`src/common/ssf_pkg.sv`:
```
// Package of constants and carriers for the serial status flag logic.
package ssf_pkg;

  // Register byte offsets, one aligned 32-bit word each.
  localparam logic [3:0] SSF_OFS_STATUS = 4'h0;
  localparam logic [3:0] SSF_OFS_DATA = 4'h4;
  localparam logic [3:0] SSF_OFS_CTRL = 4'h8;
  localparam logic [3:0] SSF_OFS_NINTH = 4'hc;

  // Flag positions in serial_status_one.
  localparam int SSF_F_TX_BUFFER_EMPTY_FLAG = 7;
  localparam int SSF_F_TC = 6;
  localparam int SSF_F_RX_BUFFER_FULL_FLAG = 5;
  localparam int SSF_F_IDLE = 4;
  localparam int SSF_F_OR = 3;
  localparam int SSF_F_NF = 2;
  localparam int SSF_F_FE = 1;
  localparam int SSF_F_PF = 0;
  localparam logic [7:0] SSF_FLAGS_RST = 8'hc0;
  localparam logic [7:0] SSF_TX_MASK = 8'hc0;
  localparam logic [7:0] SSF_RX_MASK = 8'h3f;

  // Control register bit positions.
  localparam int SSF_C_BRK = 0;
  localparam int SSF_C_TXEN = 1;
  localparam int SSF_C_PAR = 2;
  localparam int SSF_C_ODD = 3;
  localparam int SSF_C_ILT = 4;
  localparam int SSF_C_NINE = 5;
  localparam int SSF_C_RIE = 6;
  localparam logic [6:0] SSF_CTRL_RST = 7'h00;

  // Ninth-bit register positions.
  localparam int SSF_N_R8 = 7;
  localparam int SSF_N_T8 = 6;

  // Idle thresholds in bit times for 8-bit and 9-bit characters.
  localparam logic [3:0] SSF_IDLE_BITS8 = 4'ha;
  localparam logic [3:0] SSF_IDLE_BITS9 = 4'hb;

  // Avalon-MM request from the master.
  typedef struct packed {
    logic [3:0] address;
    logic read;
    logic write;
    logic [31:0] writedata;
  } ssf_av_req_s;

  // Avalon-MM answer to the master.
  typedef struct packed {
    logic [31:0] readdata;
    logic waitrequest;
  } ssf_av_rsp_s;

  // Events and levels from the receive shifter.
  typedef struct packed {
    logic sampleValid;
    logic sampleBit;
    logic bitDone;
    logic startDone;
    logic stopDone;
    logic bitTick;
    logic lineHigh;
    logic charDone;
    logic [8:0] charBits;
    logic stopBit;
  } ssf_rx_ev_s;

  // Events and levels from the transmit shifter.
  typedef struct packed {
    logic txLoad;
    logic txBusy;
  } ssf_tx_ev_s;

  // Controls towards the shifters.
  typedef struct packed {
    logic [8:0] txData;
    logic txFull;
    logic preamble;
    logic breakQueued;
    logic txEnable;
    logic nineBit;
    logic parityOn;
    logic parityOdd;
  } ssf_ctl_s;

endpackage : ssf_pkg

```
`src/verilog/ssf_noise_check.sv`:
```
// Sample disagreement detector that marks a received frame as noisy.
`timescale 1ns/10ps
module ssf_noise_check (
  // Clock and reset.
  input wire logic clk,
  input wire logic rstN,
  // Sample stream.
  input wire logic sampleValid,
  input wire logic sampleBit,
  input wire logic bitDone,
  input wire logic charDone,
  // Result.
  output logic frameNoise
);

  // All state of the checker.
  typedef struct packed {
    logic haveFirst;
    logic firstVal;
    logic noise;
  } ssf_nc_state_s;

  ssf_nc_state_s stQ;
  ssf_nc_state_s stD;

  // The first sample of each bit is the reference; any later one that differs is noise.
  always_comb begin
    stD = stQ;
    if (sampleValid) begin
      if (!stQ.haveFirst) begin
        stD.haveFirst = 1'b1;
        stD.firstVal = sampleBit;
      end else if (sampleBit != stQ.firstVal) begin
        stD.noise = 1'b1;
      end
    end
    // A new bit time starts a fresh comparison.
    if (bitDone) begin
      stD.haveFirst = 1'b0;
    end
    // The result is consumed with the character, then the next frame starts clean.
    if (charDone) begin
      stD.noise = 1'b0;
      stD.haveFirst = 1'b0;
    end
  end

  // State register.
  always_ff @(posedge clk or negedge rstN) begin
    if (!rstN) begin
      stQ <= '0;
    end else begin
      stQ <= stD;
    end
  end

  assign frameNoise = stQ.noise;

endmodule : ssf_noise_check

```
`src/verilog/ssf_idle_counter.sv`:
```
// Idle-line bit-time counter that reports one full character time of mark.
`timescale 1ns/10ps
module ssf_idle_counter (
  // Clock and reset.
  input wire logic clk,
  input wire logic rstN,
  // Line timing.
  input wire logic bitTick,
  input wire logic lineHigh,
  input wire logic startDone,
  input wire logic stopDone,
  // Configuration.
  input wire logic afterStop,
  input wire logic nineBit,
  // Result.
  output logic idleSeen
);
  import ssf_pkg::*;

  // All state of the counter.
  typedef struct packed {
    logic [3:0] count;
    logic inFrame;
    logic seen;
  } ssf_ic_state_s;

  ssf_ic_state_s stQ;
  ssf_ic_state_s stD;
  logic [3:0] limit;

  // Count high bit times; a low bit restarts, the threshold fires once per run.
  always_comb begin
    stD = stQ;
    stD.seen = 1'b0;
    limit = nineBit ? SSF_IDLE_BITS9 : SSF_IDLE_BITS8;
    if (startDone) begin
      stD.inFrame = 1'b1;
    end
    if (stopDone) begin
      stD.inFrame = 1'b0;
      // Trailing ones of the frame must not count in this mode.
      if (afterStop) begin
        stD.count = 4'h0;
      end
    end
    if (bitTick) begin
      if (!lineHigh) begin
        stD.count = 4'h0;
      end else if ((!afterStop || !stQ.inFrame) && stQ.count < limit) begin
        stD.count = stQ.count + 4'h1;
        // Saturation at the limit keeps a long idle from firing twice.
        if (stQ.count + 4'h1 == limit) begin
          stD.seen = 1'b1;
        end
      end
    end
  end

  // State register.
  always_ff @(posedge clk or negedge rstN) begin
    if (!rstN) begin
      stQ <= '0;
    end else begin
      stQ <= stD;
    end
  end

  assign idleSeen = stQ.seen;

endmodule : ssf_idle_counter

```
`src/verilog/ssf_status_flags.sv`:
```
// Status flag logic of the serial port with its Avalon-MM register slave.
//
// Behaviour
// - Eight read-only flags; status writes ignored.
// - Buffer-empty set at reset and on shifter load.
// - Complete set at reset and when transmitter idle.
// - Complete clears by read then write/enable/break.
// - Receive-full sets when character reaches data register.
// - Receive-full clears by status read, data read.
// - Idle sets after 10 or 11 high bits.
// - Idle select picks counting after start or stop.
// - Idle rearms only after a new character.
// - Idle clears by status read, data read.
// - Overrun when full; new character discarded.
// - Overrun clears by status read, data read.
// - Sample disagreement sets noise with receive-full.
// - Noise clears by status read, data read.
// - Low stop bit sets framing error.
// - Framing error clears by status read, data read.
// - Parity mismatch sets parity error when enabled.
// - Parity error clears by status read, data read.
// - Length setting selects eight or nine data bits.
// - Receive interrupt while enabled and receive-full set.
//
// The register addresses and the Avalon-MM slave port were decided locally.
`timescale 1ns/10ps
module ssf_status_flags (
  // Clock and reset.
  input wire logic ref_clk,
  input wire logic reset_n,
  // Register bus.
  input wire ssf_pkg::ssf_av_req_s avReq,
  output ssf_pkg::ssf_av_rsp_s avRsp,
  // Shifter events.
  input wire ssf_pkg::ssf_rx_ev_s rxEv,
  input wire ssf_pkg::ssf_tx_ev_s txEv,
  // Shifter controls and interrupt.
  output ssf_pkg::ssf_ctl_s ctl,
  output logic rxIrq
);
  import ssf_pkg::*;

  // All state of the block.
  typedef struct packed {
    logic [7:0] flags;
    logic [7:0] armed;
    logic [6:0] ctrl;
    logic [8:0] rxData;
    logic [8:0] txData;
    logic txT8;
    logic txFull;
    logic txPending;
    logic preamble;
    logic idleArmed;
    logic rxIrq;
    logic [31:0] readdata;
    logic waitreq;
  } ssf_state_s;

  ssf_state_s stQ;
  ssf_state_s stD;

  // Reset release chain; assertion is immediate, release takes two edges.
  logic rstMeta;
  logic rstN;

  // Helpers from the two small detectors.
  logic frameNoise;
  logic idleSeen;

  // Combinational helpers of the main process.
  logic [7:0] setF;
  logic [7:0] clrF;
  logic [31:0] rdVal;
  logic req;
  logic done;
  logic parExp;
  logic parGot;

  // Reset synchroniser; the first stage feeds only the second.
  always_ff @(posedge ref_clk or negedge reset_n) begin
    if (!reset_n) begin
      rstMeta <= 1'b0;
      rstN <= 1'b0;
    end else begin
      rstMeta <= 1'b1;
      rstN <= rstMeta;
    end
  end

  // Noise detector over the receiver's sample stream.
  ssf_noise_check uNoise (
    .clk(ref_clk),
    .rstN(rstN),
    .sampleValid(rxEv.sampleValid),
    .sampleBit(rxEv.sampleBit),
    .bitDone(rxEv.bitDone),
    .charDone(rxEv.charDone),
    .frameNoise(frameNoise)
  );

  // Idle-line counter.
  ssf_idle_counter uIdle (
    .clk(ref_clk),
    .rstN(rstN),
    .bitTick(rxEv.bitTick),
    .lineHigh(rxEv.lineHigh),
    .startDone(rxEv.startDone),
    .stopDone(rxEv.stopDone),
    .afterStop(stQ.ctrl[SSF_C_ILT]),
    .nineBit(stQ.ctrl[SSF_C_NINE]),
    .idleSeen(idleSeen)
  );

  // Next-state logic: bus slave, clearing sequences and flag setting.
  always_comb begin
    stD = stQ;
    stD.preamble = 1'b0;
    setF = 8'h00;
    clrF = 8'h00;
    rdVal = 32'h0000_0000;
    parExp = 1'b0;
    parGot = 1'b0;
    req = avReq.read | avReq.write;
    // The transfer completes on the edge where the master sees waitrequest low.
    done = req & ~stQ.waitreq;

    // Read mux; unmapped offsets read as zero.
    case (avReq.address)
      SSF_OFS_STATUS: begin
        rdVal = {24'h00_0000, stQ.flags};
      end
      SSF_OFS_DATA: begin
        rdVal = {24'h00_0000, stQ.rxData[7:0]};
      end
      SSF_OFS_CTRL: begin
        rdVal = {25'h000_0000, stQ.ctrl};
      end
      SSF_OFS_NINTH: begin
        rdVal = {24'h00_0000, stQ.rxData[8], stQ.txT8, 6'h00};
      end
      default: begin
        rdVal = 32'h0000_0000;
      end
    endcase

    // First cycle of a request: capture read data and drop waitrequest.
    if (req && stQ.waitreq) begin
      stD.waitreq = 1'b0;
      stD.readdata = rdVal;
    end

    // Completing cycle: side effects happen here and only here.
    if (done) begin
      stD.waitreq = 1'b1;
      if (avReq.read) begin
        case (avReq.address)
          SSF_OFS_STATUS: begin
            // Arm exactly the flags the reader was shown.
            stD.armed = stQ.readdata[7:0];
          end
          SSF_OFS_DATA: begin
            // Arms persist across other accesses until this data read.
            clrF = stQ.armed & SSF_RX_MASK;
            clrF = clrF | (stQ.armed & SSF_RX_MASK & 8'h07);
            stD.armed = stQ.armed & ~SSF_RX_MASK;
          end
          default: begin
          end
        endcase
      end else begin
        case (avReq.address)
          SSF_OFS_DATA: begin
            // A write without the armed sequence would overwrite a busy buffer, so it drops.
            if (stQ.armed[SSF_F_TX_BUFFER_EMPTY_FLAG]) begin
              stD.txData = {stQ.txT8, avReq.writedata[7:0]};
              stD.txFull = 1'b1;
              clrF[SSF_F_TX_BUFFER_EMPTY_FLAG] = 1'b1;
            end
            clrF[SSF_F_TC] = stQ.armed[SSF_F_TC];
            stD.armed = stQ.armed & ~SSF_TX_MASK;
          end
          SSF_OFS_CTRL: begin
            stD.ctrl = avReq.writedata[6:0];
            // Enable rising queues a preamble.
            if (!stQ.ctrl[SSF_C_TXEN] && avReq.writedata[SSF_C_TXEN]) begin
              stD.preamble = 1'b1;
              stD.txPending = 1'b1;
              clrF[SSF_F_TC] = stQ.armed[SSF_F_TC];
              stD.armed[SSF_F_TC] = 1'b0;
            end
            // Writing one to the break bit queues a break.
            if (avReq.writedata[SSF_C_BRK]) begin
              stD.txPending = 1'b1;
              clrF[SSF_F_TC] = stQ.armed[SSF_F_TC];
              stD.armed[SSF_F_TC] = 1'b0;
            end
          end
          SSF_OFS_NINTH: begin
            stD.txT8 = avReq.writedata[SSF_N_T8];
          end
          default: begin
            // Status writes and unmapped writes change nothing.
          end
        endcase
      end
    end

    // Shifter took the buffered value: buffer is free again.
    if (txEv.txLoad && stQ.txFull) begin
      stD.txFull = 1'b0;
      setF[SSF_F_TX_BUFFER_EMPTY_FLAG] = 1'b1;
    end

    // A queued action is held off until the shifter reports activity,
    // otherwise the complete flag would reappear in the gap before it starts.
    if (txEv.txBusy) begin
      stD.txPending = 1'b0;
    end

    // Idle transmitter with an empty buffer reports completion.
    // Judged on the state after this cycle's bus action, so a refill or a queued
    // preamble or break is not undone by a stale idle condition in the same cycle.
    if (stQ.flags[SSF_F_TX_BUFFER_EMPTY_FLAG] && !stD.txFull && !txEv.txBusy && !stD.txPending &&
        !stD.ctrl[SSF_C_BRK]) begin
      setF[SSF_F_TC] = 1'b1;
    end

    // Parity bit sits above the data bits; its place depends on length.
    if (stQ.ctrl[SSF_C_NINE]) begin
      parExp = ^rxEv.charBits[7:0];
      parGot = rxEv.charBits[8];
    end else begin
      parExp = ^rxEv.charBits[6:0];
      parGot = rxEv.charBits[7];
    end
    parExp = parExp ^ stQ.ctrl[SSF_C_ODD];

    // New character from the receive shifter.
    if (rxEv.charDone) begin
      if (stQ.flags[SSF_F_RX_BUFFER_FULL_FLAG]) begin
        // Old character unread: keep it and drop the new one with its errors.
        setF[SSF_F_OR] = 1'b1;
      end else begin
        stD.rxData = stQ.ctrl[SSF_C_NINE] ? rxEv.charBits : {1'b0, rxEv.charBits[7:0]};
        setF[SSF_F_RX_BUFFER_FULL_FLAG] = 1'b1;
        setF[SSF_F_NF] = frameNoise;
        setF[SSF_F_FE] = ~rxEv.stopBit;
        setF[SSF_F_PF] = stQ.ctrl[SSF_C_PAR] & (parExp != parGot);
        stD.idleArmed = 1'b1;
      end
    end

    // Idle sets once, then waits for the next received character.
    if (idleSeen && stQ.idleArmed) begin
      setF[SSF_F_IDLE] = 1'b1;
      stD.idleArmed = 1'b0;
    end

    // Set wins over clear in the same cycle; bus writes only clear flags, never set them.
    stD.flags = (stQ.flags & ~clrF) | setF;

    // Level interrupt follows the receive-full flag.
    stD.rxIrq = stD.ctrl[SSF_C_RIE] & stD.flags[SSF_F_RX_BUFFER_FULL_FLAG];
  end

  // State register; flags come up with the transmit side empty and complete.
  always_ff @(posedge ref_clk or negedge rstN) begin
    if (!rstN) begin
      stQ.flags <= SSF_FLAGS_RST;
      stQ.armed <= 8'h00;
      stQ.ctrl <= SSF_CTRL_RST;
      stQ.rxData <= 9'h000;
      stQ.txData <= 9'h000;
      stQ.txT8 <= 1'b0;
      stQ.txFull <= 1'b0;
      stQ.txPending <= 1'b0;
      stQ.preamble <= 1'b0;
      stQ.idleArmed <= 1'b0;
      stQ.rxIrq <= 1'b0;
      stQ.readdata <= 32'h0000_0000;
      stQ.waitreq <= 1'b1;
    end else begin
      stQ <= stD;
    end
  end

  // Outputs straight from the state flip-flops.
  assign avRsp.readdata = stQ.readdata;
  assign avRsp.waitrequest = stQ.waitreq;
  assign ctl.txData = stQ.txData;
  assign ctl.txFull = stQ.txFull;
  assign ctl.preamble = stQ.preamble;
  assign ctl.breakQueued = stQ.ctrl[SSF_C_BRK];
  assign ctl.txEnable = stQ.ctrl[SSF_C_TXEN];
  assign ctl.nineBit = stQ.ctrl[SSF_C_NINE];
  assign ctl.parityOn = stQ.ctrl[SSF_C_PAR];
  assign ctl.parityOdd = stQ.ctrl[SSF_C_ODD];
  assign rxIrq = stQ.rxIrq;

endmodule : ssf_status_flags

```
`config.mk`:
```
export PLATFORM = sky130hd
export DESIGN_NAME = ssf_status_flags
export DESIGN_NICKNAME = d
export VERILOG_FILES = /design/src/common/ssf_pkg.sv /design/src/verilog/ssf_noise_check.sv /design/src/verilog/ssf_idle_counter.sv /design/src/verilog/ssf_status_flags.sv
export SDC_FILE = /design/constraint.sdc
export NUM_CORES = 1
export LEC_CHECK = 0
export BUFFER_PORTS_ARGS = -buffer_cell sky130_fd_sc_hd__buf_2
export CAP_MARGIN = 20
export CORE_UTILIZATION = 51
export DETAILED_ROUTE_END_ITERATION = 10
export HOLD_SLACK_MARGIN = 0.06
export PLACE_DENSITY = 0.84
export SYNTH_ARGS = -nofsm -noshare
export SYNTH_HDL_FRONTEND = slang
export SYNTH_SLANG_ARGS = --single-unit
export TNS_END_PERCENT = 5
```
`constraint.sdc`:
```
create_clock -name ref_clk -period 2.38 [get_ports ref_clk]
set_input_delay 0.476 -clock ref_clk [delete_from_list [all_inputs] [get_ports ref_clk]]
set_output_delay 0.476 -clock ref_clk [all_outputs]
set_load 0.1 [all_outputs]
```
==> flow_summary.toml <==
[status]
status = "finished, violations left"
violations = "design-rule violations"

[timing]
fin_crit_sh_pct = 77.93
worstMarginPinSlew_ns = 0.7332
skew_ns = 0.008777
slew_headroom_pct = 51.02
hold_viol = 0
finalSetupTns_ns = 0
grt_setup_unrepaired = "false"
fmax_mhz = 539.1
worst_slack_ns = 0.5252
period_needed_ns = 1.855
slew_violations = 0
finalSetupViolations = 0

[logic_synthesis]
syn-cell-area_mm2 = 0.003446
yosys.area.top_type_share_pct = 46.48
async_flop_share_pct = 100.0
yosys_warnings = 0
synthTopCellsByArea = "dfrtp_1, buf_4, mux2_2"
synth-simple-area-share_pct = 15.14
synth_top_family_by_area = "simple AND/OR/NAND/NOR gates"
synth_mux_area_share_pct = 9.223
synth.largest_area_cell = "dfrtp_1"
synth_xor_area_share_pct = 3.195
synth_fa_ha_area_share_pct = 0.7262
synth-edff-count = 0
synth_compound_area_share_pct = 9.840
synth_cells = 325
synth_top_flop_cell = "dfrtp_1"
syn_area_per_cell_um2 = 10.60
synth.yosys.seq_area_share_pct = 48.77
ys_ff_latch = 67
synth_cell_types = 45

[cts]
clk_path_buf_depth = 2
post_cts_resized = 0
cts_htree_levels = 3
cts_sinks = 67
cts_tree = "done"
clkSlewWorstSetupHoldPaths_ns = 0.07
cts_hold_buf = 1
cts_root_buf = "clkbuf_8"
clk_latency_ns = 0.34
cts_buffers = 9
postCtsSetupBuffers = 0

[layout]
finalInstanceArea_mm2 = 0.003796
antenna_cells = 0
drive_gt1_share_pct = 30.56
final_cell_mix = "dfrtp_1, buf_2, nand2_1, conb_1, mux2_2"
final_common_cell = "dfrtp_1"
area_delta_synth_final_pct = 10.17
final_nets = 430

[worst_setup_path]
path_delay_family = "flip-flops"
worstPathCellList = "buf_2"
cp_max_fo = 4
cp_num_buf_inv = 1
slowest_stage = "dfstp_2"
critPathKind = "reg2out"
end_kind = "output pin"
cp_slowest_stage_delay_ns = 0.59
critical_path_arrival_ns = 1.38
start_kind = "register"
cp.required_ns = 1.90

[route]
routedWlPerCell_um = 14.92
vias = 2394
drt_iter0_markers = 179
avgViaCountPerCell = 5.320
wirelength_mm = 6.714
drc = 12
antenna_left = 0
dr.pass1.iters = 7

[flow_run]
drv_cap = 0

[global_route]
grt_usage_pct = 20.85
grt_pass1_vias = 2354
grt_first_pass_wirelength_mm = 11.28
grt_overflow = 0
grt_antenna_before_repair = 0
grt_max_degree = 31

[power_and_ir_drop]
peakVddDrop_uv = 552.9
powerDensity_mw_per_mm2 = 924.3
leakagePower_nw = 1.972

[place]
placement.io_buffers = 61
dpl-instance-area_mm2 = 0.003558
place.gp.congestion = 0.8429
dpl.hpwl_mm = 4.988
post-place-ws_ns = 0.4637

[die]
core_mm2 = 0.006422
num_rows = 29
start_util_pct = 53.65
io_pins = 110
die_h_um = 84.20
dieArea_mm2 = 0.007089
die_w_um = 84.20

[worst_hold_path]
hold_path_class = "reg2async"
sequential cells by signal, summed over array words and instances, names as in the netlist:
register and flops:
avRsp 9, ctl 16, rstMeta 1, rstN 1, rxIrq 1, stQ 30
uIdle.idleSeen 1, uIdle.stQ 5, uNoise.frameNoise 1, uNoise.stQ 2
stage by stage:
step | util, % | hold slack, ns | power, mW | cells
floorplan | - | 0.1804 | 2.364 | 348
global placement | 55.41 | 0.2629 | 2.434 | 433
CTS | 59.11 | 0.2762 | 3.526 | 450
detailed placement | 55.41 | 0.2648 | 2.461 | 433
global route | 59.11 | 0.2722 | 3.644 | 450
finish | 59.11 | 0.2865 | 3.509 | 450
cells in the mapped netlist, types with 2 or more instances:
master and number:
a21oi_1 8, a22o_1 12, a32o_1 2, and2_1 2, buf_2 4, buf_4 50, clkbuf_1 4, conb_1 2
dfrtp_1 64, dfstp_2 3, ha_1 2, inv_1 6, mux2_2 18, mux2i_1 10, nand2_1 54, nand2b_1 3
nand3_1 5, nand3b_1 9, nor2_1 10, nor2b_1 7, nor2b_2 2, nor3_1 2, o211ai_1 6, o21a_1 2
o21ai_0 9, o31ai_1 2, xnor2_1 8, xor2_1 2
layer usage:
metal  routed length (um)  up-vias  track usage (%)  share of wire [%]
li1                     -     1120                -                  -
met1                 3011     1168            27.81                 45
met2                 3160       95            32.27                 47
met3                  429       11            5.605                6.4
met4                  113        0            9.248                1.7
met5                    0        -                0                  0
report_power, final:
part,switching (mW),total [mW],leakage (nW),internal [mW]
Sequential,0.130,1.41,0.877,1.28
Clock,0.419,1.06,0.113,0.646
Combinational,0.791,1.03,0.983,0.243
Total,1.34,3.51,1.97,2.17
area by class of cell:
| type | count | area, um^2 |
|---|---|---|
| clock buffers | 12 | 155.1 |
| clock inverters | 4 | 72.57 |
| fillers | 543 | 2626 |
| inverters | 6 | 22.52 |
| multi-input cells | 216 | 1408 |
| flip-flops and latches | 67 | 1682 |
| well taps | 77 | 96.34 |
| repair buffers | 68 | 360.3 |
logic make-up after synthesis:
| family | count (synthesis) |
|---|---|
| and+or+nand+nor | 102 |
| muxes | 29 |
| DFF | 67 |
| AOI/OAI and AO/OA | 47 |
| buffers and inverters | 65 |
| other | 2 |
| adders and majority gates | 2 |
| xor gates and xnor gates | 11 |
path summary, 6_finish.rpt:
| path | from | to | slack (ns) | depth (start not counted) |
|---|---|---|---|---|
| min in group ref_clk | rxEv[13] | uIdle.stQ[1] | 0.29 | 2 |
| hold reg to reg | rstN | stQ[34] | 0.29 | 0 |
| hold / removal | rstN | stQ[34] | 0.29 | 0 |
| max in group asynchronous | rstN | stQ[79] | 1.32 | 1 |
| setup / recovery | avRsp[0] | avRsp[0] | 0.53 | 1 |
| setup reg to reg | avRsp[0] | stQ[78] | 0.74 | 4 |
Note: power is estimated with default switching activity, not from simulation.
